[src/tcc_pkg.sv]
/*
  Constants, field layouts, encodings and the register state record of
  the capture/compare timer channel. Assumes a 32-bit Avalon-MM slave
  with byte addresses and a 100 MHz system clock.
*/
// Summary of operation
// RULE1: A 16-bit up-counter can be copied into a capture register on a chosen edge without disturbing the count.
// RULE2: With the prescaled clock and rising-edge capture selected, each rise of capture input 0 latches the counter into capture register 0.
// RULE3: Capture edge code 11 latches the counter into capture register 0 on the rise and into capture register 1 on the fall of the companion flip-flop.
// RULE4: The counter may instead be clocked by the rising edges of capture input 0, counting them as events.
// RULE5: In pulse-width setup, a rise of capture input 0 latches capture register 0 and a fall latches capture register 1.
// RULE6: In time-difference setup, a rise of capture input 1 latches capture register 1 independently of capture input 0.
// RULE7: Each capture register raises its own capture interrupt when a value is latched into it.
// RULE8: Two enable bits let the output flip-flop invert on a match with compare register 0 and on a match with compare register 1.
// RULE9: With the compare register 1 enable set, the output flip-flop inverts when the counter equals compare register 1.
// RULE10: With its enable set, the output flip-flop inverts when a value is captured into capture register 0.
// RULE11: Writing the flip-flop control with both match enables clear and the clear code stops toggling and forces the flip-flop to 0.
// RULE12: Clearing both match enables stops any further inversion on compare matches.
// RULE13: A mask bit per match or overflow source keeps masked sources off the timer interrupt.
// RULE14: Setting the count run bit and the prescaler run bit starts the counter, clearing both stops it.
// RULE15: Software must write compare register 1 before the counter reaches that value, or the match is missed.
// RULE16: While the channel enable bit is 0 all counting, capturing and register updates are held off; status reads still clear status bits.
// RULE17: A free-running counter wraps from its 16-bit maximum to zero and goes on counting.
package tcc_pkg;

  localparam int CNT_W  = 16;
  localparam int REG_W  = 32;
  localparam int ADDR_W = 6;
  localparam int BE_W   = 4;
  localparam int BYTE_W = 8;
  localparam int PRE_W  = 8;
  localparam int ST_W   = 5;

  // Register byte offsets.
  localparam logic [ADDR_W-1:0] OFS_ENABLE = 6'h00;
  localparam logic [ADDR_W-1:0] OFS_RUN    = 6'h04;
  localparam logic [ADDR_W-1:0] OFS_MODE   = 6'h08;
  localparam logic [ADDR_W-1:0] OFS_FFCR   = 6'h0C;
  localparam logic [ADDR_W-1:0] OFS_STATUS = 6'h10;
  localparam logic [ADDR_W-1:0] OFS_MASK   = 6'h14;
  localparam logic [ADDR_W-1:0] OFS_CMP0   = 6'h18;
  localparam logic [ADDR_W-1:0] OFS_CMP1   = 6'h1C;
  localparam logic [ADDR_W-1:0] OFS_CAP0   = 6'h20;
  localparam logic [ADDR_W-1:0] OFS_CAP1   = 6'h24;
  localparam logic [ADDR_W-1:0] OFS_COUNT  = 6'h28;

  // Field positions.
  localparam int EN_BIT       = 0;
  localparam int RUN_CNT_BIT  = 0;
  localparam int RUN_PRE_BIT  = 2;
  localparam int CLK_LSB      = 0;
  localparam int CAP_LSB      = 3;
  localparam int SEL_W        = 2;
  localparam int FF_CTRL_LSB  = 0;
  localparam int FF_EN_LSB    = 2;
  localparam int FF_EN_W      = 4;
  localparam int FF_STATE_BIT = 6;
  localparam int EN_M0        = 0;
  localparam int EN_M1        = 1;
  localparam int EN_C0        = 2;
  localparam int EN_C1        = 3;
  localparam int ST_M0        = 0;
  localparam int ST_M1        = 1;
  localparam int ST_OVF       = 2;
  localparam int ST_C0        = 3;
  localparam int ST_C1        = 4;

  // Prescaler taps: divide by two to the power of the shift.
  localparam int PT1_SHIFT = 1;
  localparam int PT2_SHIFT = 3;
  localparam int PT3_SHIFT = 5;

  localparam logic [CNT_W-1:0] CNT_MAX  = 16'hFFFF;
  localparam logic [CNT_W-1:0] CNT_STEP = 16'h0001;
  localparam logic [PRE_W-1:0] PRE_STEP = 8'h01;
  localparam logic [ST_W-1:0]  MASK_RST = 5'h1F;

  typedef enum logic [1:0] {CLK_EXT, CLK_PT1, CLK_PT2, CLK_PT3} tcc_clksel_t;
  typedef enum logic [1:0] {
    CAP_OFF, CAP_RISE_BOTH, CAP_IN0_PULSE, CAP_COMPANION
  } tcc_capmode_t;
  typedef enum logic [1:0] {FF_INVERT, FF_SET, FF_CLEAR, FF_KEEP} tcc_ffctl_t;

  typedef struct packed {
    logic                 enable;
    logic                 run_cnt;
    logic                 run_pre;
    tcc_clksel_t          clksel;
    tcc_capmode_t         capmode;
    logic [FF_EN_W-1:0]   ff_en;
    logic [ST_W-1:0]      mask;
    logic [ST_W-1:0]      status;
    logic [CNT_W-1:0]     cmp0;
    logic [CNT_W-1:0]     cmp1;
    logic [CNT_W-1:0]     cap0;
    logic [CNT_W-1:0]     cap1;
    logic [CNT_W-1:0]     count;
    logic                 ff;
    logic [PRE_W-1:0]     pre;
  } tcc_regs_t;

  localparam tcc_regs_t REGS_RST = '{
    clksel: CLK_EXT, capmode: CAP_OFF, mask: MASK_RST, default: '0};

endpackage

[src/tcc_edge_det.sv]
/*
  Rise and fall detector for one input of the timer channel.
  Assumes the input is already synchronous to sys_clk.
*/
`timescale 1ns/10ps
module tcc_edge_det (
  input  wire logic sys_clk,   // System clock.
  input  wire logic sys_rst,   // Synchronous reset, active high.
  input  wire logic sig_in,    // Level to watch.
  output logic      rise,      // High for one cycle after a rise.
  output logic      fall       // High for one cycle after a fall.
);
  logic prev_reg;
  logic prev_next;

  // Edges compare the live level with last cycle's level.
  always_comb begin
    prev_next = sig_in;
    rise      = sig_in & ~prev_reg;
    fall      = ~sig_in & prev_reg;
  end

  // Reset to low so a high input at release shows as one rise.
  always_ff @(posedge sys_clk) begin
    if (sys_rst) begin
      prev_reg <= '0;
    end else begin
      prev_reg <= prev_next;
    end
  end
endmodule

[src/tcc_timer.sv]
/*
  Capture/compare timer channel: 16-bit up-counter, prescaler, two
  capture and two compare registers, output toggle flip-flop, sticky
  status with mask, and an Avalon-MM slave with waitrequest.
  Assumes all pin inputs are synchronous to sys_clk and that the bus
  master holds each request until it sees waitrequest low.
*/
`timescale 1ns/10ps
module tcc_timer #(
  parameter int PT1_SHIFT = tcc_pkg::PT1_SHIFT, // Prescaled clock 1 tap.
  parameter int PT2_SHIFT = tcc_pkg::PT2_SHIFT, // Prescaled clock 2 tap.
  parameter int PT3_SHIFT = tcc_pkg::PT3_SHIFT  // Prescaled clock 3 tap.
) (
  input  wire logic                       sys_clk,         // 100 MHz.
  input  wire logic                       sys_rst,         // Sync, high.
  input  wire logic [tcc_pkg::ADDR_W-1:0] avs_address,     // Byte address.
  input  wire logic                       avs_read,        // Read strobe.
  input  wire logic                       avs_write,       // Write strobe.
  input  wire logic [tcc_pkg::REG_W-1:0]  avs_writedata,   // Write data.
  input  wire logic [tcc_pkg::BE_W-1:0]   avs_byteenable,  // Byte lanes.
  output logic      [tcc_pkg::REG_W-1:0]  avs_readdata,    // Read data.
  output logic                            avs_waitrequest, // Stall.
  input  wire logic                       capture_input0,  // Capture pin 0.
  input  wire logic                       capture_input1,  // Capture pin 1.
  input  wire logic                       companion_ff_in, // Other timer FF.
  output logic                            timer_output_pin, // Toggle FF.
  output logic                            match_irq,       // Match/overflow.
  output logic                            capture0_irq,    // Capture 0.
  output logic                            capture1_irq,    // Capture 1.
  output logic                            irq              // Any unmasked.
);
  tcc_pkg::tcc_regs_t             state_reg;
  tcc_pkg::tcc_regs_t             state_next;
  logic                           ack_reg;
  logic                           ack_next;
  logic [tcc_pkg::REG_W-1:0]      rdata_reg;
  logic [tcc_pkg::REG_W-1:0]      rdata_next;
  logic [tcc_pkg::REG_W-1:0]      rd_mux;
  logic [tcc_pkg::REG_W-1:0]      wmerge;
  logic [tcc_pkg::ST_W-1:0]       events;
  logic [tcc_pkg::ST_W-1:0]       st_clr;
  logic [tcc_pkg::CNT_W-1:0]      cnt_inc;
  logic                           in0_rise;
  logic                           in0_fall;
  logic                           in1_rise;
  logic                           comp_rise;
  logic                           comp_fall;
  logic                           pre_run;
  logic                           cnt_src;
  logic                           cnt_tick;
  logic                           cap0_ev;
  logic                           cap1_ev;
  logic                           m0_ev;
  logic                           m1_ev;
  logic                           ovf_ev;
  logic                           toggle_req;
  logic                           req;
  logic                           wr_ok;
  logic                           rd_ok;
  logic                           ff_wr;
  tcc_pkg::tcc_ffctl_t            ff_ctl;

  // Merge the enabled byte lanes of new data over the old value.
  function automatic logic [tcc_pkg::REG_W-1:0] be_merge(
    input logic [tcc_pkg::REG_W-1:0] old_v,
    input logic [tcc_pkg::REG_W-1:0] new_v,
    input logic [tcc_pkg::BE_W-1:0]  be
  );
    logic [tcc_pkg::REG_W-1:0] res;
    res = old_v;
    for (int i = 0; i < tcc_pkg::BE_W; i++) begin
      if (be[i]) begin
        res[i*tcc_pkg::BYTE_W +: tcc_pkg::BYTE_W] =
          new_v[i*tcc_pkg::BYTE_W +: tcc_pkg::BYTE_W];
      end
    end
    return res;
  endfunction

  // Edge detectors on the capture pins and the companion flip-flop.
  tcc_edge_det u_edge_in0 (
    .sys_clk (sys_clk),
    .sys_rst (sys_rst),
    .sig_in  (capture_input0),
    .rise    (in0_rise),
    .fall    (in0_fall)
  );
  tcc_edge_det u_edge_in1 (
    .sys_clk (sys_clk),
    .sys_rst (sys_rst),
    .sig_in  (capture_input1),
    .rise    (in1_rise),
    .fall    ()
  );
  tcc_edge_det u_edge_comp (
    .sys_clk (sys_clk),
    .sys_rst (sys_rst),
    .sig_in  (companion_ff_in),
    .rise    (comp_rise),
    .fall    (comp_fall)
  );

  // Bus handshake: one wait cycle per access, so read data are already
  // registered when waitrequest drops and the clear-on-read of status
  // only removes the bits that were actually returned.
  always_comb begin
    req             = avs_read | avs_write;
    avs_waitrequest = req & ~ack_reg;
    ack_next        = req & ~ack_reg;
    rdata_next      = (avs_read & ~ack_reg) ? rd_mux : rdata_reg;
    rd_ok           = avs_read & ack_reg;
    wr_ok           = avs_write & ack_reg &
                      (state_reg.enable |
                       (avs_address == tcc_pkg::OFS_ENABLE)); // RULE16
    ff_wr           = wr_ok & avs_byteenable[0] &
                      (avs_address == tcc_pkg::OFS_FFCR);
    wmerge          = be_merge(rd_mux, avs_writedata, avs_byteenable);
    ff_ctl          = tcc_pkg::tcc_ffctl_t'(
                        wmerge[tcc_pkg::FF_CTRL_LSB +: tcc_pkg::SEL_W]);
    avs_readdata    = rdata_reg;
  end

  // Read multiplexer; unmapped offsets and unused bits read as zero.
  always_comb begin
    rd_mux = '0;
    case (avs_address)
      tcc_pkg::OFS_ENABLE: rd_mux[tcc_pkg::EN_BIT] = state_reg.enable;
      tcc_pkg::OFS_RUN: begin
        rd_mux[tcc_pkg::RUN_CNT_BIT] = state_reg.run_cnt;
        rd_mux[tcc_pkg::RUN_PRE_BIT] = state_reg.run_pre;
      end
      tcc_pkg::OFS_MODE: begin
        rd_mux[tcc_pkg::CLK_LSB +: tcc_pkg::SEL_W] = state_reg.clksel;
        rd_mux[tcc_pkg::CAP_LSB +: tcc_pkg::SEL_W] = state_reg.capmode;
      end
      tcc_pkg::OFS_FFCR: begin
        rd_mux[tcc_pkg::FF_CTRL_LSB +: tcc_pkg::SEL_W] = tcc_pkg::FF_KEEP;
        rd_mux[tcc_pkg::FF_EN_LSB +: tcc_pkg::FF_EN_W] = state_reg.ff_en;
        rd_mux[tcc_pkg::FF_STATE_BIT] = state_reg.ff;
      end
      tcc_pkg::OFS_STATUS: rd_mux[tcc_pkg::ST_W-1:0] = state_reg.status;
      tcc_pkg::OFS_MASK:   rd_mux[tcc_pkg::ST_W-1:0] = state_reg.mask;
      tcc_pkg::OFS_CMP0:   rd_mux[tcc_pkg::CNT_W-1:0] = state_reg.cmp0;
      tcc_pkg::OFS_CMP1:   rd_mux[tcc_pkg::CNT_W-1:0] = state_reg.cmp1;
      tcc_pkg::OFS_CAP0:   rd_mux[tcc_pkg::CNT_W-1:0] = state_reg.cap0;
      tcc_pkg::OFS_CAP1:   rd_mux[tcc_pkg::CNT_W-1:0] = state_reg.cap1;
      tcc_pkg::OFS_COUNT:  rd_mux[tcc_pkg::CNT_W-1:0] = state_reg.count;
      default:             rd_mux = '0;
    endcase
  end

  // Count source, capture and match events. All but the status clear are
  // gated by the channel enable; a disabled channel only lets status reads clear bits.
  always_comb begin
    pre_run = state_reg.enable & state_reg.run_pre;
    cnt_src = 1'b0;
    unique case (state_reg.clksel)
      tcc_pkg::CLK_EXT: cnt_src = in0_rise; // RULE4
      tcc_pkg::CLK_PT1: cnt_src = &state_reg.pre[PT1_SHIFT-1:0];
      tcc_pkg::CLK_PT2: cnt_src = &state_reg.pre[PT2_SHIFT-1:0];
      tcc_pkg::CLK_PT3: cnt_src = &state_reg.pre[PT3_SHIFT-1:0];
    endcase
    cnt_tick = pre_run & state_reg.run_cnt & cnt_src; // RULE14 RULE16
    cap0_ev  = 1'b0;
    cap1_ev  = 1'b0;
    unique case (state_reg.capmode)
      tcc_pkg::CAP_OFF: begin
        cap0_ev = 1'b0;
      end
      tcc_pkg::CAP_RISE_BOTH: begin
        cap0_ev = in0_rise; // RULE2
        cap1_ev = in1_rise; // RULE6
      end
      tcc_pkg::CAP_IN0_PULSE: begin
        cap0_ev = in0_rise; // RULE5
        cap1_ev = in0_fall; // RULE5
      end
      tcc_pkg::CAP_COMPANION: begin
        cap0_ev = comp_rise; // RULE3
        cap1_ev = comp_fall; // RULE3
      end
    endcase
    cap0_ev = cap0_ev & state_reg.enable; // RULE16
    cap1_ev = cap1_ev & state_reg.enable; // RULE16
    // A match fires on the tick that brings the counter to the value.
    cnt_inc = state_reg.count + tcc_pkg::CNT_STEP;
    m0_ev   = cnt_tick & (cnt_inc == state_reg.cmp0);
    m1_ev   = cnt_tick & (cnt_inc == state_reg.cmp1); // RULE9
    ovf_ev  = cnt_tick & (state_reg.count == tcc_pkg::CNT_MAX);
    events               = '0;
    events[tcc_pkg::ST_M0]  = m0_ev;
    events[tcc_pkg::ST_M1]  = m1_ev;
    events[tcc_pkg::ST_OVF] = ovf_ev;
    events[tcc_pkg::ST_C0]  = cap0_ev; // RULE7
    events[tcc_pkg::ST_C1]  = cap1_ev; // RULE7
    // Simultaneous toggle causes give one inversion, not several.
    toggle_req = (m0_ev & state_reg.ff_en[tcc_pkg::EN_M0]) |  // RULE8
                 (m1_ev & state_reg.ff_en[tcc_pkg::EN_M1]) |  // RULE9
                 (cap0_ev & state_reg.ff_en[tcc_pkg::EN_C0]) | // RULE10
                 (cap1_ev & state_reg.ff_en[tcc_pkg::EN_C1]);
    st_clr = (rd_ok && avs_address == tcc_pkg::OFS_STATUS) ?
             rdata_reg[tcc_pkg::ST_W-1:0] : '0;
  end

  // Next state of the channel. A software write to the flip-flop wins
  // over a toggle in the same cycle; a status set wins over its clear.
  always_comb begin
    state_next = state_reg;
    if (pre_run) begin
      state_next.pre = state_reg.pre + tcc_pkg::PRE_STEP;
    end
    if (cnt_tick) begin
      state_next.count = cnt_inc; // RULE1 RULE17
    end
    if (cap0_ev) begin
      state_next.cap0 = state_reg.count; // RULE1
    end
    if (cap1_ev) begin
      state_next.cap1 = state_reg.count;
    end
    if (toggle_req) begin
      state_next.ff = ~state_reg.ff; // RULE12
    end
    state_next.status = (state_reg.status & ~st_clr) | events;
    if (wr_ok) begin
      case (avs_address)
        tcc_pkg::OFS_ENABLE: state_next.enable = wmerge[tcc_pkg::EN_BIT];
        tcc_pkg::OFS_RUN: begin
          state_next.run_cnt = wmerge[tcc_pkg::RUN_CNT_BIT]; // RULE14
          state_next.run_pre = wmerge[tcc_pkg::RUN_PRE_BIT]; // RULE14
        end
        tcc_pkg::OFS_MODE: begin
          state_next.clksel = tcc_pkg::tcc_clksel_t'(
            wmerge[tcc_pkg::CLK_LSB +: tcc_pkg::SEL_W]);
          state_next.capmode = tcc_pkg::tcc_capmode_t'(
            wmerge[tcc_pkg::CAP_LSB +: tcc_pkg::SEL_W]);
        end
        tcc_pkg::OFS_FFCR: begin
          state_next.ff_en =
            wmerge[tcc_pkg::FF_EN_LSB +: tcc_pkg::FF_EN_W]; // RULE12
        end
        tcc_pkg::OFS_MASK: state_next.mask = wmerge[tcc_pkg::ST_W-1:0];
        tcc_pkg::OFS_CMP0: state_next.cmp0 = wmerge[tcc_pkg::CNT_W-1:0];
        tcc_pkg::OFS_CMP1: state_next.cmp1 = wmerge[tcc_pkg::CNT_W-1:0];
        default: state_next.enable = state_reg.enable;
      endcase
    end
    if (ff_wr) begin
      unique case (ff_ctl)
        tcc_pkg::FF_INVERT: state_next.ff = ~state_reg.ff;
        tcc_pkg::FF_SET:    state_next.ff = 1'b1;
        tcc_pkg::FF_CLEAR:  state_next.ff = 1'b0; // RULE11
        tcc_pkg::FF_KEEP:   state_next.ff = state_reg.ff;
      endcase
    end
  end

  // State registers.
  always_ff @(posedge sys_clk) begin
    if (sys_rst) begin
      state_reg <= tcc_pkg::REGS_RST;
      ack_reg   <= '0;
      rdata_reg <= '0;
    end else begin
      state_reg <= state_next;
      ack_reg   <= ack_next;
      rdata_reg <= rdata_next;
    end
  end

  // Outputs: the pin follows the flip-flop, interrupts are unmasked
  // sticky bits. Mask bits are one to block a source.
  always_comb begin
    timer_output_pin = state_reg.ff;
    match_irq    = |(state_reg.status[tcc_pkg::ST_OVF:tcc_pkg::ST_M0] &
                     ~state_reg.mask[tcc_pkg::ST_OVF:tcc_pkg::ST_M0]); // RULE13
    capture0_irq = state_reg.status[tcc_pkg::ST_C0] &
                   ~state_reg.mask[tcc_pkg::ST_C0]; // RULE7
    capture1_irq = state_reg.status[tcc_pkg::ST_C1] &
                   ~state_reg.mask[tcc_pkg::ST_C1]; // RULE7
    irq          = match_irq | capture0_irq | capture1_irq;
  end
endmodule

[config.mk]
export PLATFORM = sky130hd
export DESIGN_NAME = tcc_timer
export DESIGN_NICKNAME = d
export VERILOG_FILES = /design/src/tcc_pkg.sv /design/src/tcc_edge_det.sv /design/src/tcc_timer.sv
export SDC_FILE = /design/constraint.sdc
export NUM_CORES = 1
export LEC_CHECK = 0
export BUFFER_PORTS_ARGS = -buffer_cell sky130_fd_sc_hd__buf_2
export CAP_MARGIN = 20
export CORE_MARGIN = 1.5
export CORE_UTILIZATION = 59
export DETAILED_ROUTE_END_ITERATION = 8
export MAX_ROUTING_LAYER = met4
export PLACE_DENSITY_LB_ADDON = 0.08
export SETUP_SLACK_MARGIN = 0.1
export SYNTH_ARGS = -nofsm -noshare
export SYNTH_HDL_FRONTEND = slang
export SYNTH_SLANG_ARGS = --single-unit
[constraint.sdc]
create_clock -name sys_clk -period 3.5 [get_ports sys_clk]
set_clock_uncertainty 0.05 [all_clocks]
set_input_delay 0.35 -clock sys_clk [delete_from_list [all_inputs] [get_ports sys_clk]]
set_output_delay 0.35 -clock sys_clk [all_outputs]
set_load 0.1 [all_outputs]
==> metrics.md, run 1 <==
| Metric | Value |
|---|---|
| Worst Path Max Fanout | `8` |
| Primary FF master, synth | `dfxtp_1` |
| Register-to-Register Path Depth | `9` |
| Die area | `about 12,000 um2` |
| Unrepaired setup endpoints after global routing | `false` |
| Port bufs | `52` |
| Area grow syn2layout | `11.9%` |
| Pleak | `just under 3 nW` |
| Starting Density | `between 60 and 70%` |
| Via count | `6,090` |
| Worst setup path class | `reg -> reg` |
| P_int | `0.00246 W` |
| Grt ovf | `0` |
| CTS tree | `built` |
| CTS Hold Bufs | `0` |
| H-Tree Depth | `4` |
| WL/cell | `approximately 18 um` |
| Max frequency | `325 MHz` |
| Netlist cell types | `just under 60` |
| Die W | `111 um` |
| Avg Cell Area, Syn | `roughly 8.2 um2` |
| CTS sink count | `between 100 and 150` |
| Asr flop ratio synth | `0%` |
| Flop pwr share | `between 40 and 50%` |
| Total GRT Usage | `31.0%` |
| Routed WL | `18,100 um` |
| Hold Vio Cnt, Final | `0` |
| Worst vdd ir | `between 0.0005 and 0.0006 V` |
| Final ANT Viol Nets | `0` |
| Clk slew on worst S/H paths | `0.06 ns` |
| FF-to-FF End | `timer_output_pin$_SDFFE_PP0P_` |
| Post-CTS Resized | `0` |
| Hold Crit Start | `capture_input1` |
| Status | `finished clean` |
| Crit path DAT | `3.31 ns` |
| Max reg flops | `approximately 110` |
| Share of layout cells above drive strength 1 | `around 14%` |
| Synth warn | `0` |
| Largest net degree at the start of global routing | `53` |
| Number of synthesized flops with an enable pin | `0` |
| Sequential area share after synthesis | `a little under two fifths` |
| Worst slew margin | `between 50% and 60%` |
| Placeable Area | `11,400 um2` |
| # diodes | `0` |
| Io pins | `87` |
| Clock latency on the worst-skew pair | `~0.42 ns` |
| Hold Path End | `u_edge_in1.prev_reg$_SDFF_PP0_` |
| Sw frac | `between 20% and 30%` |
| Final Setup Violations | `0` |
| R2R Path Start | `state_reg[10]$_SDFFE_PP0P_` |
| Longest Clk Path Bufs | `2` |
| Combinational share of power | `under 10%` |
| Nets | `between 900 and 1,000` |
| R2R setup slack | `~0.42 ns` |
| CP required | `around 3.7 ns` |
| Post-CTS setup repair buffer count | `0` |
| Hold depth | `2` |
| DP Cell Count | `roughly 1,000` |
| Psw | `roughly 0.00086 W` |
| CP Launch Type | `flip-flop` |
| Height of the die | `111 um` |
| Clock period minus worst slack | `between 3 and 4 ns` |
| Seq cells post-synth | `between 100 and 150` |
| Vias/cell | `5.91` |
| Initial antenna violation count | `0` |
| Setup TNS | `0 ns` |
| Post-Layout Cell Count | `~1,000` |
| Filler instances | `roughly 1,000` |
| Fin crit share | `87.9%` |
| Number of global-route vias before repair | `5,910` |
| Worst-margin pin slew | `about 0.71 ns` |
| Gp weighted congestion | `~0.93` |
| First-pass GRT wire length | `slightly below 30,000 um` |
| Max Slew Vio Count | `0` |
| Power Density | `430 nW/um2` |
| Worst hold path class | `in -> reg` |
| Number of iterations in the first detailed-routing pass | `6` |
| Root buf cell | `clkbuf_16` |
| Row count | `39` |
| Dpl hpwl | `13,100 um` |
| Drc violations | `0` |
| 1st-iter DRT viols | `roughly 460` |
| Number of buffers created by CTS | `17` |
| Crit. End Element | `flip-flop` |
| Clock power frac | `between 40% and 50%` |
| Cells after Synth | `847` |
| Max-Cap Viols | `0` |
| Mapped Area | `between 6000 and 7000 um2` |
[placed cells by master, fill, tap and decap left out, types with 9 or more instances in the layout]
master,netlist,layout
mux2i_1,78,78
a222oi_1,9,9
a21oi_1,57,56
dfxtp_1,127,127
clkbuf_16,0,17
o21ai_0,26,26
conb_1,1,16
nand4_1,10,10
a211oi_1,14,13
nor2_1,92,91
xor2_1,28,28
buf_4,18,22
xnor2_1,30,30
nand2_1,140,140
buf_2,14,51
ha_1,10,10
inv_1,23,23
nand3_1,22,22
[power by group through the flow]
stage	combinational (W)	sequential, W	clock, W
after floorplan	0.000193	0.00156	0
after global placement	0.000302	0.00150	0
after detailed placement	0.000306	0.00150	0
after CTS	0.000307	0.00147	0.00156
after global routing	0.000325	0.00147	0.00162
final	0.000310	0.00147	0.00154
[layer usage]
layer  global-route usage, %  up-vias  share of wire, %
li1                        -     2932                 -
met4                    17.9        0               5.3
met5                       -        -                 0
met2                    50.4      240                48
met1                    35.4     2850                41
met3                    6.45       68               5.7
[area by class of cell]
class	count	area (um2)	share of cell area, %
Multi-Input combinational cell	634	3970	51.4
Sequential cell	127	2540	32.9
Clock buffer	21	470	6.09
Timing Repair Buffer	74	435	5.64
Tap cell	143	179	2.32
Inverter	23	86.3	1.12
Clock inverter	8	42.5	0.551
[cells by family (layout without fill, tap and decap cells)]
logic type | count (synthesis) | count (layout) | share of synthesized area, %
flops | 127 | 127 | 36.8
mux | 85 | 85 | 12.4
buf+inv | 101 | 126 | 6.72
compound gates | 138 | 138 | 12.6
simple gates | 327 | 327 | 22.2
xor+xnor | 58 | 58 | 7.36
other cells | 1 | 16 | 0.0543
fa+ha+maj | 10 | 10 | 1.81
[Yosys cell counts (all sizes together), types with 3 or more instances]
cell,n,share of area [%]
or3,3,0.27
inv,23,1.3
clkbuf,40,2.2
nand3b,5,0.54
nor3b,3,0.40
ha,10,1.8
a222oi,9,1.3
buf,38,3.3
dfxtp,127,37
a31oi,3,0.27
a211oi,14,1.5
a21oi,57,4.1
o21ai,26,1.9
nand2b,5,0.45
nor2,92,5.0
xor2,28,3.6
nand3,24,2.0
xnor2,30,3.8
a22oi,8,0.87
nand4,11,1.2
and2,8,0.72
mux2,7,1.1
and3,7,0.63
nor2b,7,0.63
a22o,4,0.51
o22ai,3,0.27
nor4,7,1.0
nand2,141,7.7
mux2i,78,11
nor3,8,0.65
[worst max path at each step]
stage	start	endpoint	slack (ns)	cells past startpoint
floorplan	state_reg[89]$_SDFF_PP0_	irq	0.26	3
global placement	state_reg[10]$_SDFFE_PP0P_	timer_output_pin$_SDFFE_PP0P_	0.52	9
detailed placement	state_reg[10]$_SDFFE_PP0P_	timer_output_pin$_SDFFE_PP0P_	0.50	9
CTS	state_reg[10]$_SDFFE_PP0P_	timer_output_pin$_SDFFE_PP0P_	0.48	9
global route	state_reg[10]$_SDFFE_PP0P_	timer_output_pin$_SDFFE_PP0P_	0.24	9
finish	state_reg[10]$_SDFFE_PP0P_	timer_output_pin$_SDFFE_PP0P_	0.42	9
[metrics by stage]
step	instance area [um2]	hold slack, ns	setup slack, ns	util, %	total power (W)
2_1_floorplan	6960	0.391	0.265	-	0.00175
3_3_place_gp	7200	0.400	0.523	63.0	0.00180
3_5_place_dp	7200	0.417	0.504	63.0	0.00180
4_1_cts	7710	0.0964	0.476	67.5	0.00333
5_1_grt	7720	0.144	0.240	67.7	0.00341
6_report	7720	0.114	0.424	67.7	0.00332
[worst max-delay path, stage by stage (launching register included)]
cell and delay, ns:
dfxtp_1 0.47, ha_1 0.33, nand3_4 0.13, nor4_1 0.47
xnor2_1 0.21, xnor2_1 0.15, or4b_1 0.49, nor3b_2 0.35
a221oi_2 0.14, mux2i_1 0.14
(Power assumes the default switching activity.)
==> run 2: changes to the inputs <==
==> constraint.sdc (replaced) <==
create_clock -name sys_clk -period 3.5 [get_ports sys_clk]
set_clock_uncertainty 0.05 [all_clocks]
set_input_delay 0.7 -clock sys_clk [delete_from_list [all_inputs] [get_ports sys_clk]]
set_output_delay 0.7 -clock sys_clk [all_outputs]
set_load 0.1 [all_outputs]
==> metrics.md, run 2 (synthesis results as in run 1) <==
| Metric | Value |
|---|---|
| Status | `finished clean` |
| Setup TNS | `0 ns` |
| Power Density | `454 nW/um2` |
| Clock power frac | `around 50%` |
| Port bufs | `52` |
| DR top layer | `met4` |
| Clk slew on worst S/H paths | `approximately 0.050 ns` |
| Fin crit share | `a little under 90%` |
| H-Tree Depth | `4` |
| CP Launch Type | `flip-flop` |
| Number of global-route vias before repair | `around 5,800` |
| CTS sink count | `roughly 130` |
| Final ANT Viol Nets | `0` |
| Largest net degree at the start of global routing | `53` |
| Hold Vio Cnt, Final | `0` |
| Row count | `39` |
| Max-Cap Viols | `0` |
| Io pins | `87` |
| CP required | `approximately 3.7 ns` |
| Vias/cell | `a little under 6` |
| Post-Layout Cell Count | `about 1,000` |
| 1st-iter DRT viols | `~420` |
| Unrepaired setup endpoints after global routing | `false` |
| Via count | `6,057` |
| Worst Path Max Fanout | `8` |
| Routed WL | `18,200 um` |
| CTS tree | `built` |
| Share of layout cells above drive strength 1 | `~14%` |
| Gp weighted congestion | `0.933` |
| Starting Density | `roughly 60%` |
| Pleak | `between 2 and 3 nW` |
| Worst stage delay on the critical path | `0.53 ns` |
| Flop pwr share | `between 40% and 50%` |
| Most frequent cells in the layout | `nand2_1 (140), dfxtp_1 (127), nor2_1 (91), mux2i_1 (78), a21oi_1 (56)` |
| Worst slew margin | `between 50% and 60%` |
| Most frequent CP cell | `xnor2_1` |
| Dpl hpwl | `13,100 um` |
| Worst vdd ir | `about 0.00071 V` |
| # diodes | `0` |
| Filler instances | `952` |
| Sw frac | `about a quarter` |
| Buf+Inv Stages, Crit Path | `0` |
| First-pass GRT wire length | `between 20,000 and 30,000 um` |
| Height of the die | `approximately 110 um` |
| Final Setup Violations | `0` |
| Crit. End Element | `flip-flop` |
| Placeable Area | `11,400 um2` |
| Root buf cell | `clkbuf_16` |
| Initial antenna violation count | `0` |
| Psw | `slightly below 0.0009 W` |
| Max frequency | `about 320 MHz` |
| Worst path cell trace | `ha_1 > nand3_4 > nor4_2 > xnor2_1 > xnor2_1 > or4b_1 > nor3b_2 > a221oi_2 > mux2i_1` |
| Max reg flops | `about 110` |
| Drc violations | `0` |
| Area grow syn2layout | `12.9%` |
| Max Slew Vio Count | `0` |
| FF+latch area | `2540 um2` |
| P_int | `approximately 0.0026 W` |
| Number of iterations in the first detailed-routing pass | `5` |
| Combinational share of power | `slightly below 9%` |
| CTS Hold Bufs | `0` |
| Clock latency on the worst-skew pair | `approximately 0.42 ns` |
| DP Cell Count | `around 1,000` |
| Clock period minus worst slack | `about 3.1 ns` |
| Nets | `935` |
| Longest Clk Path Bufs | `2` |
| Total GRT Usage | `a little under a third` |
| Area of the multi-input gates | `between 3000 and 4000 um2` |
| Slowest CP cell | `or4b_1` |
| WL/cell | `approximately 18 um` |
| Detail Route met2 WL | `slightly below 9000 um` |
| Commonest non-fill, non-tap cell in the layout | `nand2_1` |
| Wl on met1 | `~7600 um` |
| Worst hold path class | `reg -> reg` |
| Worst setup path class | `reg -> reg` |
| CP delay by family, top | `simple AND/OR/NAND/NOR gates` |
| Number of buffers created by CTS | `17` |
| Worst-margin pin slew | `0.695 ns` |
| Crit path DAT | `around 3.4 ns` |
| Die area | `roughly 12,000 um2` |
| Die W | `about 110 um` |
| Grt ovf | `0` |
| Met3 wire len | `approximately 930 um` |
run 2: changes by cell type in the layout (fill, tap and decap cells not counted), sizes merged:
cell	change
buf	-1
bufinv	+3
clkbuf	-1
clkinv	-1
clkinvlp	+2
run 2: area by class of cell:
| type | count | area share (%) |
|---|---|---|
| clock buffers | 20 | 5.73 |
| inverters | 23 | 1.11 |
| flip-flops and latches | 127 | 32.6 |
| clock inverters | 12 | 1.83 |
| well taps | 143 | 2.29 |
| multi-input cells | 634 | 51.1 |
| repair buffers | 73 | 5.39 |
run 2: what timing repair did:
item                       in CTS  in global routing
setup buffers                   0                  0
setup endpoints to repair       0                  1
gates resized for setup         0                  1
run 2: routing by layer:
metal  track usage (%)  up-vias
li1                  -     2925
met4              16.5        0
met1              35.8     2863
met5                 -        -
met3              6.12       51
met2              50.6      218
run 2: worst reg2reg max path, cell delays in order, from the launching register on:
cell and delay (ns):
dfxtp_1 0.48, ha_1 0.35, nand3_4 0.15, nor4_2 0.44
xnor2_1 0.27, xnor2_1 0.12, or4b_1 0.53, nor3b_2 0.35
a221oi_2 0.14, mux2i_1 0.13
run 2: path summary, 6_finish.rpt:
path	startpoint	to	slack [ns]	cells after the start
max reg2reg	state_reg[10]$_SDFFE_PP0P_	timer_output_pin$_SDFFE_PP0P_	0.37	9
max	state_reg[10]$_SDFFE_PP0P_	timer_output_pin$_SDFFE_PP0P_	0.37	9
min	state_reg[108]$_SDFFE_PP0P_	state_reg[108]$_SDFFE_PP0P_	0.42	2
min reg2reg	state_reg[108]$_SDFFE_PP0P_	state_reg[108]$_SDFFE_PP0P_	0.42	2
run 2: stage by stage:
stage	setup WS, ns	instance area [um2]	utilization [%]	total power, W	hold slack, ns
6_report	0.373	7800	68.3	0.00354	0.425
5_1_grt	0.216	7800	68.3	0.00364	0.446
4_1_cts	0.357	7790	68.2	0.00355	0.425
3_5_place_dp	0.310	7200	63.1	0.00180	0.416
3_3_place_gp	0.371	7200	63.1	0.00180	0.400
2_1_floorplan	0.194	6970	-	0.00175	0.391
run 2: power groups by stage:
stage	Clock, W	Combinational [W]	Sequential [W]
floorplan	0	0.000193	0.00156
detailed placement	0	0.000305	0.00150
finish	0.00176	0.000308	0.00147
CTS	0.00178	0.000306	0.00147
global placement	0	0.000301	0.00150
global route	0.00185	0.000323	0.00147
